==> src/tmr_pkg.sv <==
// constants, field positions and the state record of the three timer/counters.
// assumes one 100 MHz clock, an active-low asynchronous reset and a byte-wide
// special-function-register port with read data one cycle after the read strobe.
// Overview of operation
// - in timer mode every timer advances once per two system clocks
// - timer0 wave output toggles once per 64 timer0 overflows
// - timer2 wave output toggles once per 2 timer2 overflows
// - timer0/1 overflow flags set on overflow, cleared on vectoring acknowledge
// - timer0/1 count when run set and, if gated, its interrupt pin high
// - counter select makes timer0/1 count falling edges of their count input
// - mode 00: high byte counts behind a 5-bit low-byte prescaler
// - mode 01: high and low bytes form one 16-bit counter
// - mode 10: low byte counts, reloads from high byte on overflow
// - mode 11: timer1 halts; timer0 splits, high byte uses timer1 run and flag
// - timer2 overflow flag set on overflow unless a baud select; software clears
// - trigger flag set when a trigger edge causes capture or reload; software clears
// - each baud select picks timer2 overflow when set, timer1 overflow when clear
// - trigger edges act only when enabled and both baud selects clear
// - timer2 counter select: falling edges of selected input, else every two clocks
// - reload mode: timer2 reloads on overflow and on enabled trigger edges
// - capture mode: enabled trigger edge copies the count into the reload pair
// - any baud select forces auto-reload on overflow, ignoring capture select
// - timer2 counter source: count pin when clear, slow clock over 16 when set
// - timer1 counter source: count pin when clear, slow clock over 16 when set

`default_nettype none

package tmr_pkg;

  // =====================================================================
  // register offsets
  localparam logic [7:0] ADDR_T01_CTRL = 8'h88;
  localparam logic [7:0] ADDR_T01_MODE = 8'h89;
  localparam logic [7:0] ADDR_T0_LOW = 8'h8a;
  localparam logic [7:0] ADDR_T1_LOW = 8'h8b;
  localparam logic [7:0] ADDR_T0_HIGH = 8'h8c;
  localparam logic [7:0] ADDR_T1_HIGH = 8'h8d;
  localparam logic [7:0] ADDR_T2_CTRL = 8'hc8;
  localparam logic [7:0] ADDR_T2_RC_LOW = 8'hca;
  localparam logic [7:0] ADDR_T2_RC_HIGH = 8'hcb;
  localparam logic [7:0] ADDR_T2_LOW = 8'hcc;
  localparam logic [7:0] ADDR_T2_HIGH = 8'hcd;
  localparam logic [7:0] ADDR_AUX_ONE = 8'hf8;
  localparam logic [7:0] RESET_BYTE = 8'h00;

  // =====================================================================
  // field positions
  localparam int B_T1_FLAG = 7;
  localparam int B_T1_RUN = 6;
  localparam int B_T0_FLAG = 5;
  localparam int B_T0_RUN = 4;
  localparam int B_T1_GATE = 7;
  localparam int B_T1_CSEL = 6;
  localparam int B_T1_MODE = 4;
  localparam int B_T0_GATE = 3;
  localparam int B_T0_CSEL = 2;
  localparam int B_T0_MODE = 0;
  localparam int B_T2_FLAG = 7;
  localparam int B_T2_TRIG_FLAG = 6;
  localparam int B_RX_BAUD = 5;
  localparam int B_TX_BAUD = 4;
  localparam int B_T2_TRIG_EN = 3;
  localparam int B_T2_RUN = 2;
  localparam int B_T2_CSEL = 1;
  localparam int B_T2_CAPTURE = 0;
  localparam int B_T2_SRC = 2;
  localparam int B_T1_SRC = 1;

  // =====================================================================
  // modes and synchroniser lanes
  localparam logic [1:0] MODE_PRESCALE = 2'h0;
  localparam logic [1:0] MODE_WIDE = 2'h1;
  localparam logic [1:0] MODE_RELOAD = 2'h2;
  localparam logic [1:0] MODE_SPLIT = 2'h3;
  localparam int PIN_T0 = 0;
  localparam int PIN_T1 = 1;
  localparam int PIN_T2 = 2;
  localparam int PIN_TRIG = 3;
  localparam int PIN_SLOW = 4;
  localparam int PIN_EXT_IRQ_ZERO_PIN = 5;
  localparam int PIN_EXT_IRQ_ONE_PIN = 6;
  localparam int PIN_N = 7;

  // =====================================================================
  // timing counts
  localparam logic [4:0] PRESCALE_MAX = 5'h1f;
  localparam logic [3:0] SLOW_DIV_LAST = 4'hf;
  localparam logic [5:0] T0_WAVE_LAST = 6'h3f;
  localparam logic T2_WAVE_LAST = 1'b1;

  // =====================================================================
  // whole state of the block
  typedef struct packed {
    logic [7:0] t01_ctrl;
    logic [7:0] t01_mode;
    logic [7:0] t0_low;
    logic [7:0] t0_high;
    logic [7:0] t1_low;
    logic [7:0] t1_high;
    logic [7:0] t2_ctrl;
    logic [7:0] t2_rc_low;
    logic [7:0] t2_rc_high;
    logic [7:0] t2_low;
    logic [7:0] t2_high;
    logic timer2_count_source;
    logic timer1_count_source;
    logic base_phase;
    logic [PIN_N-1:0] pin_s1;
    logic [PIN_N-1:0] pin_s2;
    logic [PIN_N-1:0] pin_d;
    logic [3:0] slow_div;
    logic [5:0] t0_wave_cnt;
    logic timer0_wave_out;
    logic t2_wave_cnt;
    logic timer2_wave_out;
    logic rx_tick;
    logic tx_tick;
    logic [7:0] rdata;
  } tmr_state_t;

  // the external pins bundled as they arrive
  typedef struct packed {
    logic ext_irq_one_pin;
    logic ext_irq_zero_pin;
    logic low_speed_clock;
    logic timer2_trigger_input;
    logic t2_count_pin;
    logic t1_count_pin;
    logic t0_count_pin;
  } tmr_pins_t;

endpackage

`default_nettype wire

==> src/tmr_timers.sv <==
// timer0, timer1 and timer2 with their register port, wave outputs and baud ticks.
// assumes pins are synchronous-looking levels sampled here, a vector acknowledge
// pulse from the interrupt controller, and a serial port that takes one-cycle ticks.

`default_nettype none

module tmr_timers (
  // clock and reset
  input wire logic clk,
  input wire logic arst_n,
  // register port
  input wire logic [7:0] reg_addr,
  input wire logic [7:0] reg_wdata,
  input wire logic reg_wr,
  input wire logic reg_rd,
  output logic [7:0] reg_rdata,
  // pins
  input wire tmr_pkg::tmr_pins_t pins,
  // interrupt controller
  input wire logic timer0_vector_ack,
  input wire logic timer1_vector_ack,
  output logic timer0_overflow_flag,
  output logic timer1_overflow_flag,
  output logic timer2_overflow_flag,
  output logic timer2_trigger_flag,
  // waveforms and serial clocks
  output logic timer0_wave_out,
  output logic timer2_wave_out,
  output logic serial_rx_baud_tick,
  output logic serial_tx_baud_tick
);

  // =====================================================================
  // state registers
  tmr_pkg::tmr_state_t s_ff;
  tmr_pkg::tmr_state_t nxt_s;

  // =====================================================================
  // one step of a timer0/1 style counter, result is {overflow, high, low}
  function automatic logic [16:0] step01(input logic [1:0] md, input logic [7:0] lo,
                                         input logic [7:0] hi, input logic en);
    logic [16:0] r;
    logic [16:0] wide;
    r = {1'b0, hi, lo};
    wide = {1'b0, hi, lo} + 17'h00001;
    if (en)
    begin
      case (md)
        tmr_pkg::MODE_PRESCALE:
        begin
          r[4:0] = lo[4:0] + 5'h01;
          if (lo[4:0] == tmr_pkg::PRESCALE_MAX)
          begin
            r[15:8] = hi + 8'h01;
            r[16] = (hi == 8'hff);
          end
        end
        tmr_pkg::MODE_WIDE:
        begin
          r = wide;
        end
        tmr_pkg::MODE_RELOAD:
        begin
          r[7:0] = (lo == 8'hff) ? hi : lo + 8'h01;
          r[16] = (lo == 8'hff);
        end
        default:
        begin
          r[7:0] = lo + 8'h01;
          r[16] = (lo == 8'hff);
        end
      endcase
    end
    return r;
  endfunction

  // =====================================================================
  // combinational next state
  always_comb
  begin
    logic base_tick;
    logic [tmr_pkg::PIN_N-1:0] fall;
    logic slow_tick;
    logic [1:0] md0;
    logic [1:0] md1;
    logic split;
    logic en0;
    logic en1;
    logic en0_high;
    logic inc0;
    logic inc1;
    logic inc2;
    logic [16:0] r0;
    logic [16:0] r1;
    logic [7:0] th0_split;
    logic th0_ovf;
    logic t0_ovf;
    logic t1_ovf;
    logic baud_mode;
    logic trig;
    logic [16:0] cnt2;
    logic t2_ovf;
    logic [7:0] rd;
    base_tick = 1'b0;
    fall = '0;
    slow_tick = 1'b0;
    md0 = 2'h0;
    md1 = 2'h0;
    split = 1'b0;
    en0 = 1'b0;
    en1 = 1'b0;
    en0_high = 1'b0;
    inc0 = 1'b0;
    inc1 = 1'b0;
    inc2 = 1'b0;
    r0 = '0;
    r1 = '0;
    th0_split = 8'h00;
    th0_ovf = 1'b0;
    t0_ovf = 1'b0;
    t1_ovf = 1'b0;
    baud_mode = 1'b0;
    trig = 1'b0;
    cnt2 = '0;
    t2_ovf = 1'b0;
    rd = 8'h00;
    nxt_s = s_ff;

    // input synchronisers and falling-edge detection
    nxt_s.pin_s1 = pins;
    nxt_s.pin_s2 = s_ff.pin_s1;
    nxt_s.pin_d = s_ff.pin_s2;
    fall = s_ff.pin_d & ~s_ff.pin_s2;

    // two-clock time base
    nxt_s.base_phase = ~s_ff.base_phase;
    base_tick = s_ff.base_phase;

    // slow clock divided by sixteen
    if (fall[tmr_pkg::PIN_SLOW])
    begin
      nxt_s.slow_div = s_ff.slow_div + 4'h1;
      slow_tick = (s_ff.slow_div == tmr_pkg::SLOW_DIV_LAST);
    end

    // =====================================================================
    // timer0 and timer1
    md0 = s_ff.t01_mode[tmr_pkg::B_T0_MODE +: 2];
    md1 = s_ff.t01_mode[tmr_pkg::B_T1_MODE +: 2];
    split = (md0 == tmr_pkg::MODE_SPLIT);
    en0 = s_ff.t01_ctrl[tmr_pkg::B_T0_RUN] &
          (~s_ff.t01_mode[tmr_pkg::B_T0_GATE] | s_ff.pin_s2[tmr_pkg::PIN_EXT_IRQ_ZERO_PIN]);
    en1 = s_ff.t01_ctrl[tmr_pkg::B_T1_RUN] &
          (~s_ff.t01_mode[tmr_pkg::B_T1_GATE] | s_ff.pin_s2[tmr_pkg::PIN_EXT_IRQ_ONE_PIN]);
    inc0 = en0 & (s_ff.t01_mode[tmr_pkg::B_T0_CSEL] ? fall[tmr_pkg::PIN_T0]
                                                    : base_tick);
    inc1 = en1 & (md1 != tmr_pkg::MODE_SPLIT) &
           (s_ff.t01_mode[tmr_pkg::B_T1_CSEL] ?
            (s_ff.timer1_count_source ? slow_tick : fall[tmr_pkg::PIN_T1])
            : base_tick);
    r0 = step01(md0, s_ff.t0_low, s_ff.t0_high, inc0);
    r1 = step01(md1, s_ff.t1_low, s_ff.t1_high, inc1);
    t0_ovf = r0[16];
    t1_ovf = r1[16];

    // split mode: high byte of timer0 runs on timer1's run bit
    en0_high = split & s_ff.t01_ctrl[tmr_pkg::B_T1_RUN] & base_tick;
    th0_split = en0_high ? s_ff.t0_high + 8'h01 : s_ff.t0_high;
    th0_ovf = en0_high & (s_ff.t0_high == 8'hff);

    nxt_s.t0_low = r0[7:0];
    nxt_s.t0_high = split ? th0_split : r0[15:8];
    nxt_s.t1_low = r1[7:0];
    nxt_s.t1_high = r1[15:8];

    // flags: vector acknowledge clears, software writes, hardware set wins
    if (timer0_vector_ack)
    begin
      nxt_s.t01_ctrl[tmr_pkg::B_T0_FLAG] = 1'b0;
    end
    if (timer1_vector_ack)
    begin
      nxt_s.t01_ctrl[tmr_pkg::B_T1_FLAG] = 1'b0;
    end
    if (reg_wr && reg_addr == tmr_pkg::ADDR_T01_CTRL)
    begin
      nxt_s.t01_ctrl = reg_wdata;
    end
    if (t0_ovf)
    begin
      nxt_s.t01_ctrl[tmr_pkg::B_T0_FLAG] = 1'b1;
    end
    if (split ? th0_ovf : t1_ovf)
    begin
      nxt_s.t01_ctrl[tmr_pkg::B_T1_FLAG] = 1'b1;
    end

    // =====================================================================
    // timer2
    baud_mode = s_ff.t2_ctrl[tmr_pkg::B_RX_BAUD] | s_ff.t2_ctrl[tmr_pkg::B_TX_BAUD];
    inc2 = s_ff.t2_ctrl[tmr_pkg::B_T2_RUN] &
           (s_ff.t2_ctrl[tmr_pkg::B_T2_CSEL] ?
            (s_ff.timer2_count_source ? slow_tick : fall[tmr_pkg::PIN_T2])
            : base_tick);
    trig = fall[tmr_pkg::PIN_TRIG] & s_ff.t2_ctrl[tmr_pkg::B_T2_TRIG_EN] & ~baud_mode;
    cnt2 = {1'b0, s_ff.t2_high, s_ff.t2_low} + {16'h0000, inc2};
    t2_ovf = cnt2[16];
    nxt_s.t2_low = cnt2[7:0];
    nxt_s.t2_high = cnt2[15:8];
    if (t2_ovf && (baud_mode || !s_ff.t2_ctrl[tmr_pkg::B_T2_CAPTURE]))
    begin
      nxt_s.t2_low = s_ff.t2_rc_low;
      nxt_s.t2_high = s_ff.t2_rc_high;
    end
    if (trig && !s_ff.t2_ctrl[tmr_pkg::B_T2_CAPTURE])
    begin
      nxt_s.t2_low = s_ff.t2_rc_low;
      nxt_s.t2_high = s_ff.t2_rc_high;
    end
    if (trig && s_ff.t2_ctrl[tmr_pkg::B_T2_CAPTURE])
    begin
      nxt_s.t2_rc_low = s_ff.t2_low;
      nxt_s.t2_rc_high = s_ff.t2_high;
    end
    if (reg_wr && reg_addr == tmr_pkg::ADDR_T2_CTRL)
    begin
      nxt_s.t2_ctrl = reg_wdata;
    end
    if (t2_ovf && !baud_mode)
    begin
      nxt_s.t2_ctrl[tmr_pkg::B_T2_FLAG] = 1'b1;
    end
    if (trig)
    begin
      nxt_s.t2_ctrl[tmr_pkg::B_T2_TRIG_FLAG] = 1'b1;
    end

    // =====================================================================
    // wave outputs and baud ticks
    if (t0_ovf)
    begin
      nxt_s.t0_wave_cnt = s_ff.t0_wave_cnt + 6'h01;
      if (s_ff.t0_wave_cnt == tmr_pkg::T0_WAVE_LAST)
      begin
        nxt_s.timer0_wave_out = ~s_ff.timer0_wave_out;
      end
    end
    if (t2_ovf)
    begin
      nxt_s.t2_wave_cnt = ~s_ff.t2_wave_cnt;
      if (s_ff.t2_wave_cnt == tmr_pkg::T2_WAVE_LAST)
      begin
        nxt_s.timer2_wave_out = ~s_ff.timer2_wave_out;
      end
    end
    nxt_s.rx_tick = s_ff.t2_ctrl[tmr_pkg::B_RX_BAUD] ? t2_ovf : t1_ovf;
    nxt_s.tx_tick = s_ff.t2_ctrl[tmr_pkg::B_TX_BAUD] ? t2_ovf : t1_ovf;

    // =====================================================================
    // software writes to data registers override counting
    if (reg_wr)
    begin
      case (reg_addr)
        tmr_pkg::ADDR_T01_MODE: nxt_s.t01_mode = reg_wdata;
        tmr_pkg::ADDR_T0_LOW: nxt_s.t0_low = reg_wdata;
        tmr_pkg::ADDR_T1_LOW: nxt_s.t1_low = reg_wdata;
        tmr_pkg::ADDR_T0_HIGH: nxt_s.t0_high = reg_wdata;
        tmr_pkg::ADDR_T1_HIGH: nxt_s.t1_high = reg_wdata;
        tmr_pkg::ADDR_T2_RC_LOW: nxt_s.t2_rc_low = reg_wdata;
        tmr_pkg::ADDR_T2_RC_HIGH: nxt_s.t2_rc_high = reg_wdata;
        tmr_pkg::ADDR_T2_LOW: nxt_s.t2_low = reg_wdata;
        tmr_pkg::ADDR_T2_HIGH: nxt_s.t2_high = reg_wdata;
        tmr_pkg::ADDR_AUX_ONE:
        begin
          nxt_s.timer2_count_source = reg_wdata[tmr_pkg::B_T2_SRC];
          nxt_s.timer1_count_source = reg_wdata[tmr_pkg::B_T1_SRC];
        end
        default:
        begin
          nxt_s.t01_mode = nxt_s.t01_mode;
        end
      endcase
    end

    // =====================================================================
    // read port, data one cycle after the strobe
    case (reg_addr)
      tmr_pkg::ADDR_T01_CTRL: rd = s_ff.t01_ctrl;
      tmr_pkg::ADDR_T01_MODE: rd = s_ff.t01_mode;
      tmr_pkg::ADDR_T0_LOW: rd = s_ff.t0_low;
      tmr_pkg::ADDR_T1_LOW: rd = s_ff.t1_low;
      tmr_pkg::ADDR_T0_HIGH: rd = s_ff.t0_high;
      tmr_pkg::ADDR_T1_HIGH: rd = s_ff.t1_high;
      tmr_pkg::ADDR_T2_CTRL: rd = s_ff.t2_ctrl;
      tmr_pkg::ADDR_T2_RC_LOW: rd = s_ff.t2_rc_low;
      tmr_pkg::ADDR_T2_RC_HIGH: rd = s_ff.t2_rc_high;
      tmr_pkg::ADDR_T2_LOW: rd = s_ff.t2_low;
      tmr_pkg::ADDR_T2_HIGH: rd = s_ff.t2_high;
      tmr_pkg::ADDR_AUX_ONE:
      begin
        rd[tmr_pkg::B_T2_SRC] = s_ff.timer2_count_source;
        rd[tmr_pkg::B_T1_SRC] = s_ff.timer1_count_source;
      end
      default: rd = 8'h00;
    endcase
    nxt_s.rdata = reg_rd ? rd : 8'h00;
  end

  // =====================================================================
  // state register
  always_ff @(posedge clk or negedge arst_n)
  begin
    if (!arst_n)
    begin
      s_ff <= '0;
    end
    else
    begin
      s_ff <= nxt_s;
    end
  end

  // =====================================================================
  // outputs
  assign reg_rdata = s_ff.rdata;
  assign timer0_overflow_flag = s_ff.t01_ctrl[tmr_pkg::B_T0_FLAG];
  assign timer1_overflow_flag = s_ff.t01_ctrl[tmr_pkg::B_T1_FLAG];
  assign timer2_overflow_flag = s_ff.t2_ctrl[tmr_pkg::B_T2_FLAG];
  assign timer2_trigger_flag = s_ff.t2_ctrl[tmr_pkg::B_T2_TRIG_FLAG];
  assign timer0_wave_out = s_ff.timer0_wave_out;
  assign timer2_wave_out = s_ff.timer2_wave_out;
  assign serial_rx_baud_tick = s_ff.rx_tick;
  assign serial_tx_baud_tick = s_ff.tx_tick;

endmodule

`default_nettype wire

==> config.mk <==
export PLATFORM = sky130hd
export DESIGN_NAME = tmr_timers
export DESIGN_NICKNAME = d
export VERILOG_FILES = /design/src/tmr_pkg.sv /design/src/tmr_timers.sv
export SDC_FILE = /design/constraint.sdc
export NUM_CORES = 1
export LEC_CHECK = 0
export BUFFER_PORTS_ARGS = -buffer_cell sky130_fd_sc_hd__buf_2
export CAP_MARGIN = 30
export CORE_AREA = 2 2 187 134
export CTS_CLUSTER_DIAMETER = 60
export DETAILED_ROUTE_END_ITERATION = 10
export DIE_AREA = 0 0 189 136
export GPL_TIMING_DRIVEN = 0
export PLACE_DENSITY = 0.52
export SLEW_MARGIN = 20
export SYNTH_ARGS = -nofsm -noshare
export SYNTH_HDL_FRONTEND = slang
export SYNTH_SLANG_ARGS = --single-unit
==> constraint.sdc <==
create_clock -name clk -period 7.8 [get_ports clk]
set_clock_uncertainty 0.15 [all_clocks]
set_input_delay 0.39 -clock clk [delete_from_list [all_inputs] [get_ports clk]]
set_output_delay 0.39 -clock clk [all_outputs]
set_load 0.005 [all_outputs]
=== Word-level counts from Yosys, hierarchy flattened ===
Cells that the tools add are included.

* Register bits: 133
* Output and inout bits: 16

* Add/sub/neg operators: 11
* Equality and inequality tests: 26
* Mux-type cells: 51
* Bitwise gates (word level): 23
* Reduce and logical (&&, ||, !) cells: 19

{| class="wikitable"
|+ Operators with widths
! cell !! count
|-
| 8-bit equality test, second input constant || 16
|-
| 8-bit two-way mux || 15
|-
| 5-bit one-hot mux with 11 select lines || 1
|-
| 16-bit two-way mux || 3
|-
| 16-bit by 1-bit adder with 17-bit output, second input constant || 2
|-
| 17-bit two-way mux || 2
|-
| 34-bit two-way mux || 1
|-
| 8-bit by 1-bit adder with 8-bit output, second input constant || 4
|-
| 32-bit two-way mux || 1
|-
| 8-bit one-hot mux with 2 select lines || 2
|-
| 5-bit one-hot mux with 3 select lines || 2
|-
| 2-bit one-hot mux with 12 select lines || 1
|-
| 9-bit two-way mux || 2
|-
| 3-bit one-hot mux with 3 select lines || 2
|-
| 16-bit by 1-bit adder with 17-bit output || 1
|-
| 1-bit two-way mux || 15
|-
| 1-bit AND || 11
|-
| 1-bit one-hot mux with 11 select lines || 1
|-
| 5-bit by 1-bit adder with 5-bit output, second input constant || 2
|-
| 5-bit equality test, second input constant || 2
|-
| 2-bit AND reduction || 4
|-
| 1-bit NOT || 7
|-
| 6-bit by 1-bit adder with 6-bit output, second input constant || 1
|-
| 2-bit equality test, second input constant || 3
|-
| other kinds (16) || 29
|}

=== Longest topological paths before layout ===
Gate-level depths: netlist of the first run.

* Depth in word-level cells: 12
* Depth in mapped cells: 14
* Mapped depth without buffers: 12

=== Worst setup path after synthesis of the first run ===
OpenSTA, ideal clock, no wires.

* Path type: register to register
* Start: reg s_ff, in the netlist nxt_s[27]
* End: reg s_ff[60] (netlist name)
* Library setup time: 0.137 ns
* Arrival: 2.894 ns
* Data required time: 7.513 ns
* Setup slack: 4.619 ns
* Cell stages (with the launch flop): 15
* Period minus slack after synthesis: 3.181 ns
* Path through: dfrtp_1 > nor2b_1 > and2_1 > nand4_1 > o311ai_0 > o211a_1 > ha_1 > ha_1 > nand3_2 > or2_1 > buf_2 > or3_4 > buf_6 > a2111oi_2 > a211oi_1

{| class="wikitable"
|+ RTL lines
! what !! line !! RTL
|-
| start, declared || tmr_timers.sv:35 || <nowiki>tmr_pkg::tmr_state_t s_ff;</nowiki>
|-
| start signal, assigned || tmr_timers.sv:319 || <nowiki>s_ff <= nxt_s;</nowiki>
|}

==> impl_metrics.py, run 1 <==
metrics = {
    "global_routing": {
        "grt_pass1_wl_um": 44400,
        "grt_pass1_vias": 6935,
        "grt_usage_pct": 23.2,
        "antenna_found_initial": 0,
        "gr-total-overflow": 0,
        "grt_max_degree": 85,
    },
    "timing": {
        "fin_tns_setup_ns": 0,
        "timing.final.ws_setup_ns": 3.78,
        "max-slew-margin-rel_pct": 28.2,
        "max_freq_mhz": 249,
        "setup_viol": 0,
        "hold_viol_final": 0,
        "min_period_over_period_pct": 51.5,
        "period_minus_slack_ns": 4.02,
        "slew_violations": 0,
        "grt_setup_unrepaired": "false",
        "tightestPinTransition_ns": 1.07,
    },
    "clock_network": {
        "htree_levels": 4,
        "clkTransAtPathRegs_ns": 0.06,
        "cts_resized": 0,
        "worstSkewPairLatency_ns": 0.43,
        "cts_made_buffers": 17,
        "cts_tree": "built",
        "cts_buffer_depth": 2,
        "cts_root_buf": "clkbuf_16",
        "clock_sinks": 133,
    },
    "die": {
        "fp.coreArea_um2": 24100,
        "die-area_um2": 25700,
        "die_w_um": 189,
        "rows": 48,
        "start_util_pct": 34.2,
        "die_height_um": 136,
        "pin_count": 45,
    },
    "worst_setup_path": {
        "crit_slowest_cell": "nor4_4",
        "crit_required_ns": 7.97,
        "critical_path_arrival_ns": 4.19,
        "cp_top_family": "simple AND/OR/NAND/NOR gates",
        "crit_path_start_kind": "flop",
        "r2r_end": "s_ff[57]",
        "crit_chain": "nor2b_1 -> and2_1 -> nand4_1 -> o311ai_0 -> o211a_1 -> ha_1 -> ha_1 -> nand3_2 -> or2_1 -> buf_2 -> nor4_4 -> buf_2 -> nor3_1 -> o31ai_1",
        "path_max_fanout": 10,
        "r2r_setup_slack_ns": 3.78,
        "worst-path-buf-inv": 2,
        "worst-setup-path-type": "flop to flop",
        "rr_worst_depth": 14,
        "cpPeakStageDelay_ns": 0.47,
        "worstSetupEndpointType": "flop",
        "r2r-start": "nxt_s[27]",
    },
    "logic_synthesis": {
        "synthTopCellsByCount": "dfrtp_1 (133), nand2_1 (74), nor2_1 (68), clkbuf_1 (42), mux2i_1 (42)",
        "synth_mux_area_share_pct": 11.1,
        "synthSimpleGateAreaFrac_pct": 21.6,
        "synth_top_family_by_area": "simple AND/OR/NAND/NOR gates",
        "syn_area_um2": 8230,
        "synth_edf_count": 0,
        "synth_ff_type": "dfrtp_1",
        "yosys_warnings": 0,
        "synth_top_area_share_pct": 40.5,
        "syn_inst": 875,
        "synth-seq-cells": 133,
        "ys_seq_area_share_pct": 40.5,
        "yosys.cell_count.top_type": "dfrtp_1",
        "synthesis.nets": 914,
        "synthXorXnorAreaFrac_pct": 2.66,
        "synthTopCellsByArea": "dfrtp_1 (40%), mux2i_1 (5.1%), mux2_2 (4.8%), nand2_1 (3.4%), nor2_1 (3.1%)",
        "ys_types": 81,
        "synthAdderAreaFrac_pct": 1.52,
        "synth_area_per_cell_um2": 9.40,
        "postSynth.asyncResetShare_pct": 100,
        "synth_compound_area_share_pct": 17.8,
        "synth_top_area_cell": "dfrtp_1",
    },
    "place": {
        "dp_cells": 1246,
        "placed_cell_area_um2": 8900,
        "port-buffer-count": 44,
        "dp_hpwl_um": 21100,
        "place_congestion": 0.917,
        "pre_cts_ws_ns": 3.82,
    },
    "power_and_ir_drop": {
        "power_frac_seq_pct": 39.8,
        "combPwrFrac_pct": 24.9,
        "internal_power_uw": 1550,
        "p_sw_share_pct": 33.9,
        "p_leak_uw": 0.00382,
        "ir_drop_uv": 147,
        "power_density_nw_per_um2": 244,
        "p_switching_uw": 794,
        "clkPwrFrac_pct": 35.3,
    },
    "final_layout": {
        "fillers": 2420,
        "design_area_um2": 9580,
        "fin_cells": 1286,
        "final_layout_size_suffix_gt1_share_pct": 15.5,
        "fin_util_pct": 39.8,
        "num_antenna_cells": 0,
        "area_growth_pct": 16.5,
        "nets": 987,
    },
    "hold_path": {
        "holdPathEnd": "s_ff[55]",
        "hold_path.class": "input port to flop",
        "worstHoldStart": "reg_wdata[0]",
        "hold_depth": 2,
    },
    "drt": {
        "vias": 7615,
        "vias_per_cell": 5.92,
        "wirelength_um": 29100,
        "drc": 0,
        "drt_first_pass_iters": 5,
        "ant_nets": 0,
        "wl_per_cell_um": 22.6,
        "initialDrtViolationCount": 827,
    },
    "flow_run": {
        "drv_cap": 0,
    },
    "outcome": {
        "outcome": "completed",
    },
}
==> cell usage in the layout, fill, tap and decap left out, types with 19 or more instances in the layout <==
cell type,synthesis,final
o21ai_0,28,28
inv_1,20,20
nand3_1,41,41
a211oi_1,19,19
nand4_1,20,20
clkbuf_1,42,45
buf_2,11,54
mux2i_1,42,42
mux2_2,35,35
a21oi_1,36,36
o31ai_1,24,24
dfrtp_1,133,133
nand2_1,74,74
nor2_1,68,68
nor3_1,23,23
==> per-layer routing <==
| metal | GRT usage [%] | wire length [um] |
|---|---|---|
| met1 | 36.9 | 14700 |
| met4 | 5.21 | 310 |
| met5 | 0 | 0 |
| met3 | 4.80 | 2420 |
| met2 | 31.4 | 11600 |
==> stage by stage <==
step	power [uW]	hold slack, ns
6_report	2340	0.0593
5_1_grt	2460	0.0521
4_1_cts	2340	0.0497
3_5_place_dp	1500	0.176
3_3_place_gp	1500	0.182
2_1_floorplan	1290	-0.0556
==> worst reg2reg max path, delay by kind of cell, from the launching register on <==
kind,cells,cell delay [ns]
AND/OR/NAND/NOR,7,1.58
AO/OA/AOI/OAI,3,0.82
buffers and inverters,2,0.50
adder cells (fa/ha/maj),2,0.47
flip-flops,1,0.38
==> sequential cells by signal, indices dropped and copies added (netlist names) <==
name	flops
nxt_s	14
reg_rdata	8
s_ff	103
serial_rx_baud_tick	1
serial_tx_baud_tick	1
timer0_overflow_flag	1
timer0_wave_out	1
timer1_overflow_flag	1
timer2_overflow_flag	1
timer2_trigger_flag	1
timer2_wave_out	1
==> layout make-up <==
cell class | count | area [um^2] | share of cell area [%]
Multi-Input combinational cell | 653 | 4510 | 47.0
Sequential cell | 133 | 3330 | 34.7
Clock buffer | 23 | 478 | 4.99
Tap cell | 325 | 407 | 4.24
Timing Repair Buffer | 54 | 349 | 3.64
Buffer | 69 | 314 | 3.28
Clock inverter | 9 | 125 | 1.31
Inverter | 20 | 75.1 | 0.783
==> power groups by stage <==
stage	Combinational, uW	Sequential, uW	Clock [uW]
CTS	573	927	844
global placement	559	937	0
finish	583	932	827
detailed placement	566	938	0
global route	641	940	879
floorplan	420	874	0
==> logic make-up (layout without fill, tap and decap cells) <==
family	after synthesis	in the layout
fa+ha+maj	10	10
flops	133	133
compound gates	205	205
mux	82	82
xor+xnor	25	25
simple gates	331	331
buf+inv	89	175
==> repair_timing <==
| item | in CTS | in global routing |
|---|---|---|
| hold buffers | 8 | 0 |
| endpoints found under the hold margin | 56 | 0 |
| buffers inserted | 0 | 0 |
==> worst max-delay path by stage <==
stage | startpoint | endpoint | cells past startpoint
finish | nxt_s[27] | s_ff[57] | 14
global route | nxt_s[27] | s_ff[57] | 14
CTS | nxt_s[27] | s_ff[57] | 14
detailed placement | nxt_s[27] | s_ff[57] | 14
global placement | nxt_s[27] | s_ff[57] | 14
floorplan | nxt_s[27] | s_ff[60] | 14
(Power assumes the default switching activity.)
==> inputs of run 2 (changes only) <==
--- a/config.mk
+++ b/config.mk
@@ -5,12 +5,13 @@
 export SDC_FILE = /design/constraint.sdc
 export NUM_CORES = 1
 export LEC_CHECK = 0
+export ABC_AREA = 1
 export BUFFER_PORTS_ARGS = -buffer_cell sky130_fd_sc_hd__buf_2
 export CAP_MARGIN = 30
-export CORE_AREA = 2 2 187 134
+export CORE_AREA = 2 2 189 136
 export CTS_CLUSTER_DIAMETER = 60
 export DETAILED_ROUTE_END_ITERATION = 10
-export DIE_AREA = 0 0 189 136
+export DIE_AREA = 0 0 191 138
 export GPL_TIMING_DRIVEN = 0
 export PLACE_DENSITY = 0.52
 export SLEW_MARGIN = 20
==> constraint.sdc (replaced) <==
create_clock -name clk -period 4 [get_ports clk]
set_clock_uncertainty 0.15 [all_clocks]
set_input_delay 0.2 -clock clk [delete_from_list [all_inputs] [get_ports clk]]
set_output_delay 0.2 -clock clk [all_outputs]
set_load 0.005 [all_outputs]
==> impl_metrics.py, run 2 <==
metrics = {
    "outcome": {
        "outcome": "completed",
    },
    "power_and_ir_drop": {
        "clkPwrFrac_pct": 34.6,
        "internal_power_uw": 2870,
        "combPwrFrac_pct": 26.0,
        "ir_drop_uv": 303,
        "p_sw_share_pct": 37.4,
        "p_leak_uw": 0.00489,
        "p_switching_uw": 1710,
        "power_frac_seq_pct": 39.3,
        "power_density_nw_per_um2": 468,
    },
    "logic_synthesis": {
        "synthTopCellsByArea": "dfrtp_1 (39%), nand2_1 (14%), inv_1 (6.7%), o21ai_0 (6.2%), nor2_1 (5.4%)",
        "synth_top_area_share_pct": 39.4,
        "synth_edf_count": 0,
        "yosys_warnings": 0,
        "postSynth.asyncResetShare_pct": 100,
        "syn_inst": 1204,
        "ys_types": 45,
        "synth-seq-cells": 133,
        "synth_ff_type": "dfrtp_1",
        "yosys.cell_count.top_type": "nand2_1",
        "synthesis.nets": 1243,
        "synth_top_area_cell": "dfrtp_1",
        "ys_seq_area_share_pct": 39.4,
        "synth_area_per_cell_um2": 7.02,
        "syn_area_um2": 8460,
        "synthTopCellsByCount": "nand2_1 (309), inv_1 (152), dfrtp_1 (133), nor2_1 (121), o21ai_0 (105)",
    },
    "worst_setup_path": {
        "cp_top_family": "simple AND/OR/NAND/NOR gates",
        "crit_path_start_kind": "flop",
        "worstSetupEndpointType": "flop",
        "critical_path_arrival_ns": 3.39,
        "crit_slowest_cell": "dfrtp_1",
        "cpMostUsedCell": "ha_1",
        "path_max_fanout": 10,
        "crit_chain": "ha_1 -> inv_1 -> nor2_1 -> nand3_1 -> nor2_1 -> a311oi_1 -> nor3_1 -> ha_1 -> ha_1 -> nand2_2 -> nor2_4 -> nand3_4 -> nor2_8 -> nand3_4 -> nand2_4 -> nand2_4 -> buf_6 -> nand2_1 -> nand3_1 -> o21ai_1 -> inv_1",
        "worst-setup-path-type": "flop to flop",
        "worst-path-buf-inv": 3,
        "crit_required_ns": 4.17,
        "cpPeakStageDelay_ns": 0.39,
    },
    "die": {
        "rows": 49,
        "die-area_um2": 26400,
        "start_util_pct": 34.1,
        "fp.coreArea_um2": 24800,
        "pin_count": 45,
        "die_height_um": 138,
        "die_w_um": 191,
    },
    "global_routing": {
        "grt_pass1_wl_um": 47200,
        "antenna_found_initial": 0,
        "grt_usage_pct": 24.1,
        "grt_max_degree": 91,
        "gr-total-overflow": 0,
        "grt_pass1_vias": 7614,
    },
    "drt": {
        "ant_nets": 0,
        "wl_per_cell_um": 19.4,
        "initialDrtViolationCount": 1033,
        "vias": 8572,
        "vias_per_cell": 5.29,
        "drc": 0,
        "drt_first_pass_iters": 6,
        "wirelength_um": 31400,
    },
    "final_layout": {
        "design_area_um2": 9810,
        "final_layout_size_suffix_gt1_share_pct": 11.4,
        "num_antenna_cells": 0,
        "area_growth_pct": 16.0,
        "largest_register_ffs": 103,
        "nets": 1315,
        "regArea_um2": 3330,
        "top_register": "s_ff",
        "multi_input_area_um2": 4310,
        "fillers": 2651,
        "final_common_cell": "nand2_1",
        "final_cell_mix": "nand2_1 (309), inv_1 (152), dfrtp_1 (133)",
        "fin_util_pct": 39.5,
    },
    "hold_path": {
        "hold_path.class": "input port to flop",
    },
    "timing": {
        "fin_tns_setup_ns": 0,
        "max_freq_mhz": 310,
        "grt_setup_unrepaired": "false",
        "slew_violations": 0,
        "whs_ns": 0.0221,
        "hold_viol_final": 0,
        "max-slew-margin-rel_pct": 48.7,
        "tightestPinTransition_ns": 0.767,
        "min_period_over_period_pct": 80.7,
        "setup_viol": 0,
        "period_minus_slack_ns": 3.23,
    },
    "clock_network": {
        "cts_tree": "built",
        "htree_levels": 4,
        "cts_root_buf": "clkbuf_16",
        "cts_buffer_depth": 2,
        "worstSkewPairLatency_ns": 0.44,
        "clock_sinks": 133,
        "cts_resized": 0,
        "cts_setup_buffers": 0,
        "cts_made_buffers": 17,
        "clkTransAtPathRegs_ns": 0.06,
    },
    "place": {
        "placed_cell_area_um2": 9110,
        "dp_hpwl_um": 23500,
        "place_congestion": 0.957,
        "port-buffer-count": 40,
    },
    "flow_run": {
        "drv_cap": 0,
    },
}
-- run 2: power by group through the flow --
stage / registers, uW / logic [uW] / clock network, uW
final: 1800 / 1190 / 1590
after global routing: 1830 / 1340 / 1670
after CTS: 1800 / 1160 / 1610
after detailed placement: 1820 / 1150 / 0
after global placement: 1820 / 1140 / 0
after floorplan: 1730 / 815 / 0
-- run 2: path summary, 6_finish.rpt --
path / from / cells after the start / slack [ns] / end
min in group asynchronous: arst_n / 2 / 0.11 / s_ff[27]
hold reg to reg: nxt_s[35] / 0 / 0.20 / nxt_s[28]
setup / recovery: s_ff[19] / 21 / 0.77 / s_ff[54]
max in group asynchronous: arst_n / 3 / 2.79 / s_ff[69]
hold / removal: reg_wdata[4] / 3 / 0.02 / s_ff[59]
setup reg to reg: s_ff[19] / 21 / 0.77 / s_ff[54]
-- run 2: timing repair --
item,CTS,global route
hold endpoints to repair,126,0
endpoints found under the setup margin,0,0
hold buffers,11,0
-- run 2: area by class of cell --
type,count,area share (%)
Multi-Input combinational cell,871,44.0
Sequential cell,133,33.9
Timing Repair Buffer,53,3.70
Tap cell,331,4.22
Buffer,34,1.95
Inverter,166,6.35
Clock buffer,20,4.55
Clock inverter,12,1.33
-- run 2: stage by stage --
stage	instances	power, uW	setup slack [ns]
2_1_floorplan	1204	2540	1.29
3_3_place_gp	1575	2960	0.479
4_1_cts	1619	4570	0.758
3_5_place_dp	1576	2970	0.785
5_1_grt	1620	4840	0.479
6_report	1620	4590	0.773
-- run 2: cell families after synthesis --
family                   after synthesis  share of synthesized area, %
AO/OA/AOI/OAI                        253                          16.5
XOR/XNOR                              28                          2.90
adder cells (fa/ha/maj)               10                          1.48
buffers and inverters                200                          9.63
flip-flops                           133                          39.4
multiplexers                           5                         0.666
AND/OR/NAND/NOR                      575                          29.4
-- run 2: layer usage --
layer / up-vias / track usage [%] / routed length [um]
li1: 4072 / - / -
met5: - / 0 / 0
met4: 0 / 6.08 / 426
met2: 416 / 30.5 / 12200
met1: 4057 / 38.8 / 15400
met3: 27 / 6.96 / 3390
-- run 2: worst min-delay path, stage by stage --
cell,delay [ns]
buf_2,0.20
nand2_1,0.11
nand2_1,0.05
